==> config.mk <==
export PLATFORM = sky130hd
export DESIGN_NAME = cardbus_socket_control
export DESIGN_NICKNAME = d
export VERILOG_FILES = /design/src/hdl/cardbus_socket_control.v
export VERILOG_INCLUDE_DIRS = /design/src /design/src/hdl
export SDC_FILE = /design/constraint.sdc
export NUM_CORES = 1
export LEC_CHECK = 0
export ABC_AREA = 1
export BUFFER_PORTS_ARGS = -buffer_cell sky130_fd_sc_hd__buf_4
export CORE_MARGIN = 5
export CORE_UTILIZATION = 52
export CTS_CLUSTER_SIZE = 16
export DETAILED_ROUTE_END_ITERATION = 10
export GPL_ROUTABILITY_DRIVEN = 0
export PLACE_DENSITY_LB_ADDON = 0.12
export SLEW_MARGIN = 20
export SYNTH_ARGS = -nofsm -noshare
export SYNTH_HDL_FRONTEND = slang
export SYNTH_SLANG_ARGS = --single-unit
==> constraint.sdc <==
create_clock -name clk -period 4.6 [get_ports clk]
set_input_delay 0.46 -clock clk [delete_from_list [all_inputs] [get_ports clk]]
set_output_delay 0.46 -clock clk [all_outputs]
set_load 0.03 [all_outputs]
==> src/hdl/cardbus_socket_regs.vh <==
// Constants for the CardBus socket control block.
// Assumes inclusion by the socket control file only.
`ifndef CARDBUS_SOCKET_REGS_VH
`define CARDBUS_SOCKET_REGS_VH

// ----------------------------------------
// Timing
// ----------------------------------------
`define CLK_PERIOD_NS 100
`define DEVSEL_TIMEOUT_CYC 5
`define PERR_DELAY_CYC 2

// ----------------------------------------
// Bus commands and encodings
// ----------------------------------------
`define CMD_SPECIAL 4'h1
`define BE_ALL 4'h0

// ----------------------------------------
// Initiator states
// ----------------------------------------
`define I_IDLE 2'h0
`define I_ADDR 2'h1
`define I_DATA 2'h2
`define I_TURN 2'h3

// ----------------------------------------
// Target states
// ----------------------------------------
`define T_IDLE 2'h0
`define T_DATA 2'h1
`define T_TURN 2'h2

// ----------------------------------------
// FIFO word layout: {last, be[3:0], data[31:0]}
// ----------------------------------------
`define FW_LAST 36
`define FW_BE_HI 35
`define FW_BE_LO 32
`define FW_WIDTH 37

`endif

==> src/hdl/cardbus_socket_control.v <==
// CardBus socket control signals of a host bridge, plus its write-data FIFO.
// Assumes all socket inputs are synchronous to clk (the CardBus clock) and
// that address decode and the wide datapath sit outside this block.
`timescale 1ns/1ns
`default_nettype none
`include "cardbus_socket_regs.vh"

// ----------------------------------------
// Data FIFO
// ----------------------------------------
module sock_fifo #(
  parameter WIDTH = 37,
  parameter DEPTH = 8,
  parameter AW = 3
) (
  // Clock and reset
  input wire clk,
  input wire rst_b,
  input wire ce,
  // Fill side
  input wire in_valid,
  output wire in_ready,
  input wire [WIDTH-1:0] in_data,
  // Drain side
  output wire out_valid,
  input wire out_ready,
  output wire [WIDTH-1:0] out_data
);
  reg [WIDTH-1:0] mem [0:DEPTH-1];
  reg [AW:0] wr_ptr;
  reg [AW:0] rd_ptr;
  wire [AW:0] fill;
  wire push;
  wire pop;

  // Extra pointer bit tells full from empty
  assign fill = wr_ptr - rd_ptr;
  assign in_ready = (fill != DEPTH[AW:0]);
  assign out_valid = (fill != {(AW+1){1'b0}});
  assign out_data = mem[rd_ptr[AW-1:0]];
  assign push = in_valid && in_ready;
  assign pop = out_valid && out_ready;

  // Pointers and storage
  always @(posedge clk) begin
    if (!rst_b) begin
      wr_ptr <= {(AW+1){1'b0}};
      rd_ptr <= {(AW+1){1'b0}};
    end else if (ce) begin
      if (push) begin
        mem[wr_ptr[AW-1:0]] <= in_data;
        wr_ptr <= wr_ptr + 1'b1;
      end
      if (pop) begin
        rd_ptr <= rd_ptr + 1'b1;
      end
    end
  end
endmodule // sock_fifo

// ----------------------------------------
// Socket control
// ----------------------------------------
// Summary of operation
// - Data phase completes only on an edge with ready from both initiator and target.
// - Initiator holds frame asserted from start while more data words follow.
// - Frame released marks the current data phase as the final one.
// - As target the bridge asserts device select to claim a decoded cycle.
// - As initiator, no device select before timeout ends the cycle with abort.
// - A target may assert stop to end or disconnect the transaction.
// - Target drives parity error low two clocks after the failing data cycle.
// - Parity error reporting covers every transaction the bridge is target of, except special cycles.
// - Grant is given to the card only once the current transaction is done.
// - System error releases slowly through a pull-up; only new assertions count.
// - A card system error is forwarded to the host system error output.
// - Binary card audio passes through to the speaker output.
// - Status change raises an alert and serves as a wake-up request.
// - Detect and voltage sense pins together give presence, voltage and card type.
// - Lock gives an initiator exclusive access to a target.
// - Even parity over data and command lines; driven one clock later, checked as target.
// - Command lines carry command in address phase, active-low byte enables in data.
module cardbus_socket_control #(
  parameter FIFO_DEPTH = 8,
  parameter FIFO_AW = 3
) (
  // Clock, reset, enable
  input wire clk,
  input wire rst_b,
  input wire ce,
  // Host initiator requests
  input wire ini_start,
  input wire [3:0] ini_cmd,
  input wire [31:0] ini_addr,
  input wire ini_write,
  input wire ini_lock,
  output wire ini_busy,
  output reg ini_done,
  output reg ini_abort,
  output reg ini_stopped,
  // Host data words {last, be, data}
  input wire wd_valid,
  output wire wd_ready,
  input wire [36:0] wd_data,
  output reg rd_valid,
  output reg [31:0] rd_data,
  // Host target side
  input wire tgt_hit,
  input wire tgt_ready,
  input wire tgt_disconnect,
  output reg tgt_active,
  // Socket address/data and command lines
  input wire [31:0] cad_in,
  output reg [31:0] cad_out,
  output reg cad_oe,
  input wire [3:0] cbe_in,
  output reg [3:0] cbe_out,
  output reg cbe_oe,
  input wire cpar_in,
  output reg cpar_out,
  output reg cpar_oe,
  // Socket control lines, active low
  input wire cframe_b_in,
  output reg cframe_b_out,
  output reg cframe_oe,
  input wire cirdy_b_in,
  output reg cirdy_b_out,
  output reg cirdy_oe,
  input wire ctrdy_b_in,
  output reg ctrdy_b_out,
  output reg ctrdy_oe,
  input wire cdevsel_b_in,
  output reg cdevsel_b_out,
  output reg cdevsel_oe,
  input wire cstop_b_in,
  output reg cstop_b_out,
  output reg cstop_oe,
  input wire cperr_b_in,
  output reg cperr_b_out,
  output reg cperr_oe,
  input wire cblock_b_in,
  output reg cblock_b_out,
  output reg cblock_oe,
  // Arbitration
  input wire creq_b,
  output reg cgnt_b,
  // Card events and sense
  input wire cserr_b,
  input wire cint_b,
  input wire caudio,
  input wire cstschg,
  input wire ccd1_b,
  input wire ccd2_b,
  input wire cvs1_in,
  output reg cvs1_out,
  output reg cvs1_oe,
  input wire cvs2_in,
  output reg cvs2_out,
  output reg cvs2_oe,
  // Host-side outputs
  output reg serr_b,
  output reg card_irq,
  output reg speaker_out,
  output reg stschg_alert,
  output reg wake_req,
  output reg card_present,
  output reg [1:0] card_volt,
  output reg card_is_cardbus
);
  reg [1:0] ini_state;
  reg [1:0] tgt_state;
  reg [2:0] to_cnt;
  reg lock_held;
  reg frame_q;
  reg [3:0] tgt_cmd;
  reg par_calc;
  reg chk_pend;
  reg [`PERR_DELAY_CYC-1:0] perr_pipe;
  reg cserr_q;
  reg stschg_q;
  wire bus_idle;
  wire head_valid;
  wire head_pop;
  wire [36:0] head;
  wire phase_done;
  wire addr_phase;

  // Socket is free once frame and initiator ready are both released
  assign bus_idle = cframe_b_in && cirdy_b_in;
  assign ini_busy = (ini_state != `I_IDLE);
  assign phase_done = !cirdy_b_in && !ctrdy_b_in;
  assign addr_phase = frame_q && !cframe_b_in;
  // A word leaves the FIFO only when its data phase really completes
  assign head_pop = (ini_state == `I_DATA) && phase_done && !cdevsel_b_in;

  sock_fifo #(
    .WIDTH(`FW_WIDTH),
    .DEPTH(FIFO_DEPTH),
    .AW(FIFO_AW)
  ) u_fifo (
    .clk(clk),
    .rst_b(rst_b),
    .ce(ce),
    .in_valid(wd_valid),
    .in_ready(wd_ready),
    .in_data(wd_data),
    .out_valid(head_valid),
    .out_ready(head_pop),
    .out_data(head)
  );

  // ----------------------------------------
  // Initiator engine
  // ----------------------------------------
  // Empty FIFO holds ready off, so the host stalls the data phase
  always @(posedge clk) begin
    if (!rst_b) begin
      ini_state <= `I_IDLE;
      to_cnt <= 3'h0;
      ini_done <= 1'b0;
      ini_abort <= 1'b0;
      ini_stopped <= 1'b0;
      rd_valid <= 1'b0;
      rd_data <= 32'h0;
      cframe_b_out <= 1'b1;
      cframe_oe <= 1'b0;
      cirdy_b_out <= 1'b1;
      cirdy_oe <= 1'b0;
      cad_out <= 32'h0;
      cad_oe <= 1'b0;
      cbe_out <= 4'h0;
      cbe_oe <= 1'b0;
    end else if (ce) begin
      ini_done <= 1'b0;
      ini_abort <= 1'b0;
      ini_stopped <= 1'b0;
      rd_valid <= 1'b0;
      case (ini_state)
        `I_IDLE: begin
          // No start while the card holds the grant
          if (ini_start && bus_idle && cgnt_b) begin
            ini_state <= `I_ADDR;
            cframe_b_out <= 1'b0;
            cframe_oe <= 1'b1;
            cad_out <= ini_addr;
            cad_oe <= 1'b1;
            cbe_out <= ini_cmd;
            cbe_oe <= 1'b1;
          end else begin
            cframe_oe <= 1'b0;
            cirdy_oe <= 1'b0;
            cad_oe <= 1'b0;
            cbe_oe <= 1'b0;
          end
        end
        `I_ADDR: begin
          ini_state <= `I_DATA;
          to_cnt <= 3'h0;
          cirdy_oe <= 1'b1;
          cirdy_b_out <= !head_valid;
          cframe_b_out <= head_valid && head[`FW_LAST];
          cbe_out <= head_valid ? head[`FW_BE_HI:`FW_BE_LO] : `BE_ALL;
          cad_out <= head[31:0];
          cad_oe <= ini_write;
        end
        `I_DATA: begin
          if (cdevsel_b_in && to_cnt == `DEVSEL_TIMEOUT_CYC - 1) begin
            ini_state <= `I_TURN;
            ini_abort <= 1'b1;
            cframe_b_out <= 1'b1;
            cirdy_b_out <= 1'b1;
          end else if (!cdevsel_b_in && !cstop_b_in) begin
            ini_state <= `I_TURN;
            ini_stopped <= 1'b1;
            cframe_b_out <= 1'b1;
            cirdy_b_out <= 1'b1;
          end else if (head_pop && head[`FW_LAST]) begin
            ini_state <= `I_TURN;
            ini_done <= 1'b1;
            cirdy_b_out <= 1'b1;
          end else begin
            if (cdevsel_b_in) begin
              to_cnt <= to_cnt + 3'h1;
            end
            // Popped word still sits at the head here, so ready drops for one cycle
            cirdy_b_out <= !head_valid || head_pop;
            cframe_b_out <= head_valid && head[`FW_LAST];
            cbe_out <= head_valid ? head[`FW_BE_HI:`FW_BE_LO] : `BE_ALL;
            cad_out <= head[31:0];
          end
          // Card data captured on each completed read phase
          if (head_pop && !ini_write) begin
            rd_valid <= 1'b1;
            rd_data <= cad_in;
          end
        end
        `I_TURN: begin
          // One cycle driving high before letting the pull-ups hold
          ini_state <= `I_IDLE;
          cframe_oe <= 1'b0;
          cirdy_oe <= 1'b0;
          cad_oe <= 1'b0;
          cbe_oe <= 1'b0;
        end
        default: begin
          ini_state <= `I_IDLE;
        end
      endcase
    end
  end

  // ----------------------------------------
  // Target engine
  // ----------------------------------------
  always @(posedge clk) begin
    if (!rst_b) begin
      tgt_state <= `T_IDLE;
      tgt_active <= 1'b0;
      tgt_cmd <= 4'h0;
      frame_q <= 1'b1;
      cdevsel_b_out <= 1'b1;
      cdevsel_oe <= 1'b0;
      ctrdy_b_out <= 1'b1;
      ctrdy_oe <= 1'b0;
      cstop_b_out <= 1'b1;
      cstop_oe <= 1'b0;
    end else if (ce) begin
      frame_q <= cframe_b_in;
      case (tgt_state)
        `T_IDLE: begin
          cdevsel_oe <= 1'b0;
          ctrdy_oe <= 1'b0;
          cstop_oe <= 1'b0;
          if (addr_phase && !ini_busy && tgt_hit) begin
            tgt_state <= `T_DATA;
            tgt_active <= 1'b1;
            tgt_cmd <= cbe_in;
            cdevsel_b_out <= 1'b0;
            cdevsel_oe <= 1'b1;
            ctrdy_oe <= 1'b1;
            ctrdy_b_out <= !tgt_ready;
            cstop_oe <= 1'b1;
            cstop_b_out <= !tgt_disconnect;
          end
        end
        `T_DATA: begin
          // Final phase done once frame is released
          if (phase_done && cframe_b_in) begin
            tgt_state <= `T_TURN;
            cdevsel_b_out <= 1'b1;
            ctrdy_b_out <= 1'b1;
            cstop_b_out <= 1'b1;
          end else begin
            ctrdy_b_out <= !tgt_ready;
            cstop_b_out <= !tgt_disconnect;
          end
        end
        `T_TURN: begin
          tgt_state <= `T_IDLE;
          tgt_active <= 1'b0;
          cdevsel_oe <= 1'b0;
          ctrdy_oe <= 1'b0;
          cstop_oe <= 1'b0;
        end
        default: begin
          tgt_state <= `T_IDLE;
        end
      endcase
    end
  end

  // ----------------------------------------
  // Parity generate and check
  // ----------------------------------------
  // Checked phase at edge N, its parity at N+1, report from edge N+2
  always @(posedge clk) begin
    if (!rst_b) begin
      cpar_out <= 1'b0;
      cpar_oe <= 1'b0;
      par_calc <= 1'b0;
      chk_pend <= 1'b0;
      perr_pipe <= {`PERR_DELAY_CYC{1'b0}};
      cperr_b_out <= 1'b1;
      cperr_oe <= 1'b0;
    end else if (ce) begin
      cpar_out <= ^{cad_out, cbe_out};
      cpar_oe <= cad_oe;
      par_calc <= ^{cad_in, cbe_in};
      chk_pend <= (tgt_state == `T_DATA) && phase_done
        && (tgt_cmd != `CMD_SPECIAL);
      perr_pipe <= {perr_pipe[`PERR_DELAY_CYC-2:0], chk_pend && (par_calc != cpar_in)};
      cperr_b_out <= !perr_pipe[`PERR_DELAY_CYC-2];
      cperr_oe <= perr_pipe[`PERR_DELAY_CYC-2] || !cperr_b_out;
    end
  end

  // ----------------------------------------
  // Arbiter and lock
  // ----------------------------------------
  // Lock held by the bridge keeps the card off the bus
  always @(posedge clk) begin
    if (!rst_b) begin
      cgnt_b <= 1'b1;
      lock_held <= 1'b0;
      cblock_b_out <= 1'b1;
      cblock_oe <= 1'b0;
    end else if (ce) begin
      if (creq_b) begin
        cgnt_b <= 1'b1;
      end else if (bus_idle && !ini_busy && !ini_start && !lock_held) begin
        cgnt_b <= 1'b0;
      end
      if (ini_state == `I_DATA && ini_lock && cblock_b_in) begin
        lock_held <= 1'b1;
      end else if (!ini_lock && !ini_busy) begin
        lock_held <= 1'b0;
      end
      cblock_b_out <= !lock_held;
      cblock_oe <= lock_held || !cblock_b_out;
    end
  end

  // ----------------------------------------
  // Card events and sensing
  // ----------------------------------------
  // Slow release of system error is never taken as a new event
  always @(posedge clk) begin
    if (!rst_b) begin
      cserr_q <= 1'b1;
      stschg_q <= 1'b0;
      serr_b <= 1'b1;
      card_irq <= 1'b0;
      speaker_out <= 1'b0;
      stschg_alert <= 1'b0;
      wake_req <= 1'b0;
      card_present <= 1'b0;
      card_volt <= 2'h0;
      card_is_cardbus <= 1'b0;
      cvs1_out <= 1'b0;
      cvs1_oe <= 1'b0;
      cvs2_out <= 1'b0;
      cvs2_oe <= 1'b0;
    end else if (ce) begin
      cserr_q <= cserr_b;
      serr_b <= !(cserr_q && !cserr_b);
      card_irq <= !cint_b;
      speaker_out <= caudio;
      stschg_q <= cstschg;
      stschg_alert <= cstschg && !stschg_q;
      wake_req <= cstschg;
      // Both detects low means a card is seated
      card_present <= !ccd1_b && !ccd2_b;
      card_volt <= (!ccd1_b && !ccd2_b) ? {cvs2_in, cvs1_in} : 2'h0;
      card_is_cardbus <= (ccd1_b != ccd2_b) && (cvs1_in != cvs2_in);
    end
  end
endmodule // cardbus_socket_control
`default_nettype wire

==> flow_metrics.tcl, run 1 <==
set metrics [dict create \
    status "completed" \
    fin_nets 2235 \
    io_buffers 237 \
    synthArstFlopShare 0 \
    synthXorXnorAreaFrac 0.0103 \
    drtIter0Drc 781 \
    yosys.area.top_type "edfxtp_1" \
    multi_input_comb_area_mm2 0.00633 \
    ys_types 39 \
    viasPerCell 5.51 \
    synth_top_family_by_area "simple AND/OR/NAND/NOR gates" \
    setup_viol 0 \
    io_pins 243 \
    dieArea_mm2 0.0398 \
    final_layout_size_suffix_gt1_frac 0.211 \
    ys_seq_area_frac 0.612 \
    r2r_slack_ns 1.35 \
    syn2layout_area_growth_pct 18.6 \
    worst-slew-pin-transition_ns 1.04 \
    totalNegativeSetupSlack_ns 0 \
    switching_share 0.266 \
    synth_adder_area_share 0.00872 \
    fmax_mhz 308 \
    cts.sinks 422 \
    drv_slew 0 \
    synth_mux_area_frac 0 \
    ctsResizeCount 0 \
    cts_tree "done" \
    drt_first_pass_iters 5 \
    hold_buffers 0 \
    powerDensity_mw_per_mm2 409 \
    synthSimpleGateAreaFrac 0.204 \
    cp_max_fo 37 \
    synth_edf_count 296 \
    pre_cts_slack_ns 1.38 \
    cp.arrival_ns 3.42 \
    start_kind "flop" \
    drc_errors 0 \
    yosysMostFrequentCell "nand2_1" \
    period_share 0.706 \
    overflow 0 \
    power.internal_mw 6.64 \
    regToRegStartpoint "u_fifo.wr_ptr[0]" \
    hold_start "cint_b" \
    synth_area_mm2 0.0187 \
    grt_max_degree 133 \
    synth_top_flop_cell "edfxtp_1" \
    final-seq-area_mm2 0.0114 \
    crit_type "reg -> reg" \
    htree_levels 2 \
    crit_required_ns 4.77 \
    p_leak_nw 8.81 \
    skew_ns 0.0132 \
    slew_headroom 0.309 \
    grt_pass1_wl_um 73700 \
    grt_usage 0.236 \
    root_buffer "clkbuf_16" \
    syn_area_per_cell_um2 9.87 \
    p_switching_mw 2.40 \
    synth_top_cell_area_share 0.477 \
    end_kind "flop" \
    pwr-share-comb 0.147 \
    wire_per_inst_um 18.6 \
    numCtsBuffers 43 \
    layout_setup_ws_ns 1.35 \
    drt-total-wl_um 48000 \
    rows 69 \
    path_clk_slew_ns 0.06 \
    clk_path_buf_depth 3 \
    die_w_um 199 \
    grt_antenna_before_repair 2 \
    hold_path_class "in -> reg" \
    power.total_mw 9.04 \
    vias 14231 \
    fill_cells 2835 \
    p_seq_frac 0.472 \
    ir_drop_mv 0.339 \
    clk_latency_ns 0.55 \
    grt_setup_unrepaired "no" \
    drv_cap 0 \
    coreArea_mm2 0.0355 \
    synthTopCellsByArea "edfxtp_1, dfxtp_1, nand2_1" \
    ant_nets 0 \
    die_y_um 199 \
    startpoint "u_fifo.wr_ptr[0]" \
    finalHoldViolCount 0 \
    post-dp-hpwl_um 29800 \
    first_global_vias 13724 \
    start_util 0.526 \
    synth_compound_area_frac 0.113 \
    synthCells 1889 \
    pwr-share-clk 0.381 \
    synth-seq-cells 422 \
    postCtsSetupBuffers 0 \
    period_needed_ns 3.25 \
    yosysWarnings 0 \
    ys_top_cells_by_count "nand2_1, edfxtp_1, nand3_1, o211ai_1, dfxtp_1" \
]
-- state kept, by name, indices dropped and copies added, names as in the netlist, 2 cells and up, named ones only --
signal	count
u_fifo.mem	296
cad_out	32
rd_data	32
cbe_out	4
tgt_cmd	4
u_fifo.rd_ptr	4
u_fifo.wr_ptr	4
to_cnt	3
card_volt	2
ini_state	2
tgt_state	2
-- power groups by stage --
stage | Clock [mW] | Combinational, mW | Sequential, mW
2_1_floorplan | 0 | 0.725 | 4.45
3_3_place_gp | 0 | 1.30 | 4.34
3_5_place_dp | 0 | 1.34 | 4.35
4_1_cts | 3.50 | 1.34 | 4.27
5_1_grt | 3.66 | 1.48 | 4.28
6_report | 3.44 | 1.33 | 4.26
-- worst paths after layout --
kind	to	depth (start not counted)
worst min register to register	rd_data[16]	2
worst max register to register	u_fifo.mem[3][16]	13
worst min-delay path	card_irq	2
worst max-delay path	u_fifo.mem[3][16]	13
-- per-stage QoR --
stage	std cells	utilization	area (um^2)	hold slack, ns
after floorplan	1892	-	18700	0.429
after global placement	2502	0.584	20700	0.442
after detailed placement	2502	0.584	20700	0.452
after CTS	2581	0.623	22100	0.0753
after global routing	2583	0.623	22100	0.0835
final	2583	0.623	22100	0.0972
-- kinds of logic after synthesis --
kind of cell             Yosys count
adder cells (fa/ha/maj)           13
XOR/XNOR                          22
flip-flops                       422
AND/OR/NAND/NOR                  861
AO/OA/AOI/OAI                    339
buffers and inverters            231
other                              1
-- cell type report --
class,instances,share of cell area
timing repair buffer,258,0.0877
clock inverter,24,0.0104
tap,461,0.0261
sequential,422,0.516
antenna,2,0.000226
clock buffer,55,0.0527
inverter,122,0.0210
multi-input combinational,1239,0.286
-- per-layer routing --
| layer | part of all wire | GRT usage | vias up | routed length [um] |
|---|---|---|---|---|
| li1 | - | - | 6921 | - |
| met1 | 0.43 | 0.314 | 6782 | 20500 |
| met2 | 0.48 | 0.405 | 448 | 22900 |
| met3 | 0.072 | 0.0393 | 80 | 3440 |
| met4 | 0.024 | 0.0654 | 0 | 1140 |
| met5 | 0 | 0 | - | 0 |
-- critical path, cell delays in order, from the launching register on --
cell,delay [ns]
dfxtp_1,0.49
inv_1,0.20
ha_1,0.22
o21bai_1,0.15
nand2_1,0.09
nand2_1,0.08
xor2_1,0.18
inv_1,0.06
nand2_1,0.09
nand3_2,0.13
inv_1,0.13
nand2_1,0.24
nor3_2,0.21
buf_4,0.59
-- layout by cell type (no fill, tap or decap), drive strengths merged --
master    netlist  layout
o21ai          82      82
or2           131     131
inv           121     123
bufinv          0       4
diode           0       2
a21oi          80      80
o41ai           1       1
nand3         158     158
o221a           1       1
clkinv          1      18
o22ai           2       2
o31ai           1       1
o21bai          1       1
nand2         485     485
o211ai        130     130
nor2           70      70
clkinvlp        0       1
xor2           11      11
a31oi          33      33
nand4           7       7
a211oi          1       1
ha             13      13
buf            36     258
a2bb2oi         1       1
conb            1       4
xnor2          11      11
clkbuf         73      55
nor3           10      10
edfxtp        296     296
o221ai          6       6
dfxtp         126     126
Power figures use the tool's default switching activity.
==> run 2: changes to the inputs <==
==> constraint.sdc (replaced) <==
create_clock -name clk -period 2.6 [get_ports clk]
set_input_delay 0.26 -clock clk [delete_from_list [all_inputs] [get_ports clk]]
set_output_delay 0.26 -clock clk [all_outputs]
set_load 0.03 [all_outputs]
==> run 2 against run 1 <==
  * Worst hold slack worse by 0.076 ns
  * Design area is 6.8% higher
  * Clock-buffer cell count increased by 7
  * Non-clock buffer count grew 115
  * Maximum frequency rose by 32%
  * Global-route usage is 0.23 points higher
  * Worst setup slack got worse by 1.2 ns
  * Register-to-register slack lost 1.2 ns
  * First-iteration DRC count rose by 23%
  * Sequential cell count stayed put
  * Critical endpoint is now u_fifo.mem[0][34]
  * Highest routed layer unchanged
==> flow_metrics.tcl, run 2 (same netlist as run 1, synthesis figures left out) <==
set metrics [dict create \
    p_leak_nw 9.47 \
    path_common_cell "inv_2" \
    fmax_mhz 406 \
    end_kind "flop" \
    ant_nets 0 \
    layout_setup_ws_ns 0.138 \
    crit_path_cell_trace "inv_2 -> ha_4 -> inv_1 -> o21bai_1 -> nand2_1 -> nand2_2 -> xor2_2 -> inv_2 -> nand2_4 -> nand3_4 -> inv_4 -> nand2_8 -> nor3_4 -> buf_12 -> clkbuf_16" \
    endpoint "u_fifo.mem[0][34]" \
    drv_cap 0 \
    grt_pass1_wl_um 75200 \
    cpPeakStageDelay_ns 0.34 \
    drc_errors 0 \
    coreArea_mm2 0.0355 \
    path_buf_inv 6 \
    grt_usage 0.238 \
    place_area_mm2 0.0211 \
    slew_headroom 0.501 \
    cp_slowest_cell "dfxtp_2" \
    clk_latency_ns 0.54 \
    period_needed_ns 2.46 \
    overflow 0 \
    final_layout_size_suffix_gt1_frac 0.221 \
    skew_ns 0.0163 \
    clk_path_buf_depth 3 \
    grt_max_degree 141 \
    cp.depth 15 \
    ir_drop_mv 0.485 \
    start_util 0.526 \
    startpoint "u_fifo.rd_ptr[1]" \
    cp_max_fo 7 \
    cts_tree "done" \
    root_buffer "clkbuf_16" \
    largest_reg_flops 296 \
    fill_cells 2722 \
    drt-total-wl_um 49000 \
    r2r-end "u_fifo.mem[0][34]" \
    vias 14640 \
    worst-slew-pin-transition_ns 0.749 \
    path_delay_family "simple AND/OR/NAND/NOR gates" \
    r2r_slack_ns 0.14 \
    setup_viol 0 \
    die_w_um 199 \
    post-dp-hpwl_um 31100 \
    first_global_vias 14049 \
    viasPerCell 5.43 \
    rr_worst_depth 15 \
    pre_cts_slack_ns 0.0223 \
    hold_path_class "in -> reg" \
    layout.cells.most_common "nand2_1" \
    drv_slew 0 \
    stdcell_area_mm2 0.0236 \
    htree_levels 2 \
    grt_antenna_before_repair 0 \
    start_kind "flop" \
    finalHoldViolCount 0 \
    regToRegStartpoint "u_fifo.rd_ptr[1]" \
    cp.arrival_ns 2.71 \
    io_buffers 237 \
    cts.sinks 422 \
    drtIter0Drc 960 \
    status "completed" \
    powerDensity_mw_per_mm2 698 \
    wire_per_inst_um 18.2 \
    power.total_mw 16.5 \
    path_clk_slew_ns 0.07 \
    final_cell_mix "nand2_1, edfxtp_1, buf_4" \
    crit_type "reg -> reg" \
    rows 69 \
    drt_first_pass_iters 5 \
    numCtsBuffers 44 \
    crit_required_ns 2.85 \
    dieArea_mm2 0.0398 \
    die_y_um 199 \
    io_pins 243 \
    fin_nets 2351 \
    period_share 0.947 \
    syn2layout_area_growth_pct 26.7 \
]
run 2: changes by cell type in the layout (fill, tap and decap cells not counted), moves of 4 or more:
cell           before  now
buf_4             257  265
nor3_4              0    6
inv_1             117  113
nor3_2              6    0
clkbuf_16          43   50
clkinv_1            9    1
buf_12              0   15
clkinv_2            9   14
dlygate4sd3_1       0   88
run 2: metal layers:
metal,wire [um],share of wire,GRT usage,vias up
met4,1080,0.022,0.0584,0
met5,0,0,0,-
met2,24000,0.49,0.411,463
li1,-,-,-,7151
met1,20600,0.42,0.319,6957
met3,3350,0.068,0.0374,69
run 2: final cells by class:
| class | count | area [um^2] | share of cell area |
|---|---|---|---|
| diodes | 1 | 2.50 | 0.000106 |
| inverters | 122 | 469 | 0.0199 |
| clock buffers | 62 | 1330 | 0.0561 |
| clock inverters | 18 | 164 | 0.00694 |
| flip-flops and latches | 422 | 11400 | 0.483 |
| multi-input cells | 1239 | 6420 | 0.272 |
| well taps | 461 | 577 | 0.0244 |
| repair buffers | 373 | 3250 | 0.138 |
run 2: worst min-delay path: stages:
cell,delay [ns]
buf_4,0.11
nand4_1,0.07
a21oi_1,0.07
run 2: metrics by stage:
stage / cells / setup TNS, ns / utilization / hold slack [ns]
finish: 2698 / 0 / 0.666 / 0.0209
global route: 2697 / -0.0237 / 0.666 / 0.0197
CTS: 2691 / 0 / 0.662 / 0.00218
detailed placement: 2523 / 0 / 0.595 / 0.447
global placement: 2523 / 0 / 0.595 / 0.442
floorplan: 1892 / -126.58 / - / 0.354
run 2: timing repair:
item | CTS | global route
endpoints found under the setup margin | 0 | 297
hold buffers | 88 | 0
endpoints found under the hold margin | 348 | 0
buffers inserted | 0 | 3
gates resized for setup | 0 | 11
run 2: worst min path at each step:
stage                      from          to  cells after the start
finish              cblock_b_in   lock_held                      3
global placement        cserr_q     cserr_q                      2
CTS                 cblock_b_in   lock_held                      3
floorplan                cint_b    card_irq                      1
global route        cblock_b_in   lock_held                      3
detailed placement   tgt_cmd[3]  tgt_cmd[3]                      2
run 2: power breakdown:
part	total, mW	switching, mW	leakage [nW]	internal, mW
clock	6.36	2.52	0.752	3.85
sequential	7.55	0.174	3.70	7.37
combinational	2.57	1.64	5.02	0.932
total	16.5	4.33	9.47	12.2
==> run 3: changes to the inputs <==
--- a/config.mk
+++ b/config.mk
@@ -9,7 +9,7 @@
 export ABC_AREA = 1
 export BUFFER_PORTS_ARGS = -buffer_cell sky130_fd_sc_hd__buf_4
 export CORE_MARGIN = 5
-export CORE_UTILIZATION = 52
+export CORE_UTILIZATION = 58
 export CTS_CLUSTER_SIZE = 16
 export DETAILED_ROUTE_END_ITERATION = 10
 export GPL_ROUTABILITY_DRIVEN = 0
==> constraint.sdc (replaced) <==
create_clock -name clk -period 2.8 [get_ports clk]
set_input_delay 0.28 -clock clk [delete_from_list [all_inputs] [get_ports clk]]
set_output_delay 0.28 -clock clk [all_outputs]
set_load 0.03 [all_outputs]
==> run 3 against run 2 <==
  * Sequential cell count did not move
  * Core utilization rose by 5.6 points
  * Sequential share of layout area rose by 1.6 points
  * Clock power fell by 11%
  * Highest routed layer unchanged
==> flow_metrics.tcl, run 3 (same netlist as run 1, synthesis figures left out) <==
set metrics [dict create \
    hold_start "ini_addr[17]" \
    ant_nets 0 \
    drc_errors 0 \
    clk_latency_ns 0.55 \
    grt_pass1_wl_um 75400 \
    period_share 0.931 \
    layout.cells.most_common "nand2_1" \
    fmax_mhz 384 \
    r2r-end "u_fifo.mem[0][22]" \
    syn2layout_area_growth_pct 22.5 \
    final_cell_mix "nand2_1, edfxtp_1, buf_4" \
    drv_cap 0 \
    drt-total-wl_um 48300 \
    htree_levels 2 \
    final_layout_size_suffix_gt1_frac 0.212 \
    post-dp-hpwl_um 29700 \
    largest_reg_flops 296 \
    viasPerCell 5.68 \
    slew_headroom 0.347 \
    start_kind "flop" \
    cp_max_fo 14 \
    die_y_um 189 \
    dieArea_mm2 0.0358 \
    path_clk_slew_ns 0.06 \
    cp.arrival_ns 2.85 \
    crit_required_ns 3.05 \
    hold_path_class "in -> reg" \
    finalHoldViolCount 0 \
    crit_type "reg -> reg" \
    vias 14654 \
    io_pins 243 \
    regToRegStartpoint "u_fifo.rd_ptr[1]" \
    end_kind "flop" \
    first_global_vias 14252 \
    wire_per_inst_um 18.7 \
    grtUsageMet1 0.345 \
    grt_usage 0.261 \
    holdWs_ns 0.0157 \
    numCtsBuffers 43 \
    rows 65 \
    hold_end "cad_out[17]" \
    period_needed_ns 2.61 \
    cts.sinks 422 \
    grt_antenna_before_repair 1 \
    drt_first_pass_iters 5 \
    start_util 0.590 \
    die_w_um 189 \
    groute.layer.met3.usage 0.0441 \
    rr_worst_depth 15 \
    ir_drop_mv 0.543 \
    drtIter0Drc 1000 \
    powerDensity_mw_per_mm2 657 \
    setup_viol 0 \
    p_leak_nw 9.13 \
    power.total_mw 15.0 \
    grt_use_met2 0.455 \
    worst-slew-pin-transition_ns 0.980 \
    busiest_layer "met2" \
    overflow 0 \
    root_buffer "clkbuf_16" \
    hold_path_depth 3 \
    skew_ns 0.0176 \
    fin_nets 2294 \
    status "completed" \
    clk_path_buf_depth 3 \
    coreArea_mm2 0.0316 \
    cts_tree "done" \
    drv_slew 0 \
    r2r_slack_ns 0.19 \
    io_buffers 237 \
    grt_max_degree 125 \
]
[run 3: per-stage QoR]
step	instance area [um^2]	instances	setup slack, ns	util	TNS [ns]
after floorplan	18800	1892	-0.358	-	-70.80
after global placement	20900	2453	0.286	0.662	0
after detailed placement	20900	2453	0.201	0.662	0
after CTS	22800	2577	0.191	0.721	0
after global routing	22900	2580	-0.00176	0.722	-0.00339
final	22900	2580	0.194	0.722	0
[run 3: power breakdown]
group          internal (mW)  total (mW)  switching [mW]
sequential              6.85        7.01           0.166
combinational          0.809        2.34            1.53
clock                   3.34        5.67            2.33
total                   11.0        15.0            4.02
[run 3: metal layers]
layer | vias up | wire length, um
met4 | 0 | 1040
met5 | - | 0
met3 | 75 | 3240
met2 | 497 | 23800
li1 | 7050 | -
met1 | 7032 | 20200
[run 3: how the worst max path moves through the flow]
stage	start	endpoint	slack, ns	cells after the start
CTS	u_fifo.rd_ptr[1]	u_fifo.mem[3][21]	0.19	14
finish	u_fifo.rd_ptr[1]	u_fifo.mem[0][22]	0.19	15
global placement	u_fifo.rd_ptr[1]	u_fifo.mem[0][4]	0.29	14
detailed placement	u_fifo.rd_ptr[1]	u_fifo.mem[3][17]	0.20	14
floorplan	u_fifo.wr_ptr[0]	u_fifo.mem[0][0]	-0.36	12
global route	u_fifo.rd_ptr[1]	u_fifo.mem[0][22]	-0.002	15
[run 3: worst max-delay path, stage by stage, from the launching register on]
cell and delay [ns]:
dfxtp_1 0.35, inv_1 0.07, ha_1 0.30, inv_1 0.05
o21bai_1 0.14, nand2_1 0.09, nand2_1 0.11, xor2_2 0.16
inv_1 0.09, nand2_4 0.07, nand3_4 0.13, inv_4 0.11
nand2_8 0.10, nor3_4 0.20, buf_6 0.15, clkbuf_16 0.19
[run 3: area by class of cell]
type	count	area (um^2)
Timing Repair Buffer	317	2660
Antenna cell	1	2.50
Clock buffer	59	1190
Tap cell	402	503
Multi-Input combinational cell	1239	6400
Fill cell	2227	8780
Inverter	122	469
Sequential cell	422	11400
Clock inverter	18	206
[run 3: repair_timing]
| item | CTS | global route |
|---|---|---|
| resized for setup | 0 | 3 |
| hold endpoints to repair | 306 | 0 |
| buffers inserted | 0 | 1 |
| endpoints found under the setup margin | 0 | 160 |
| hold buffers | 47 | 0 |
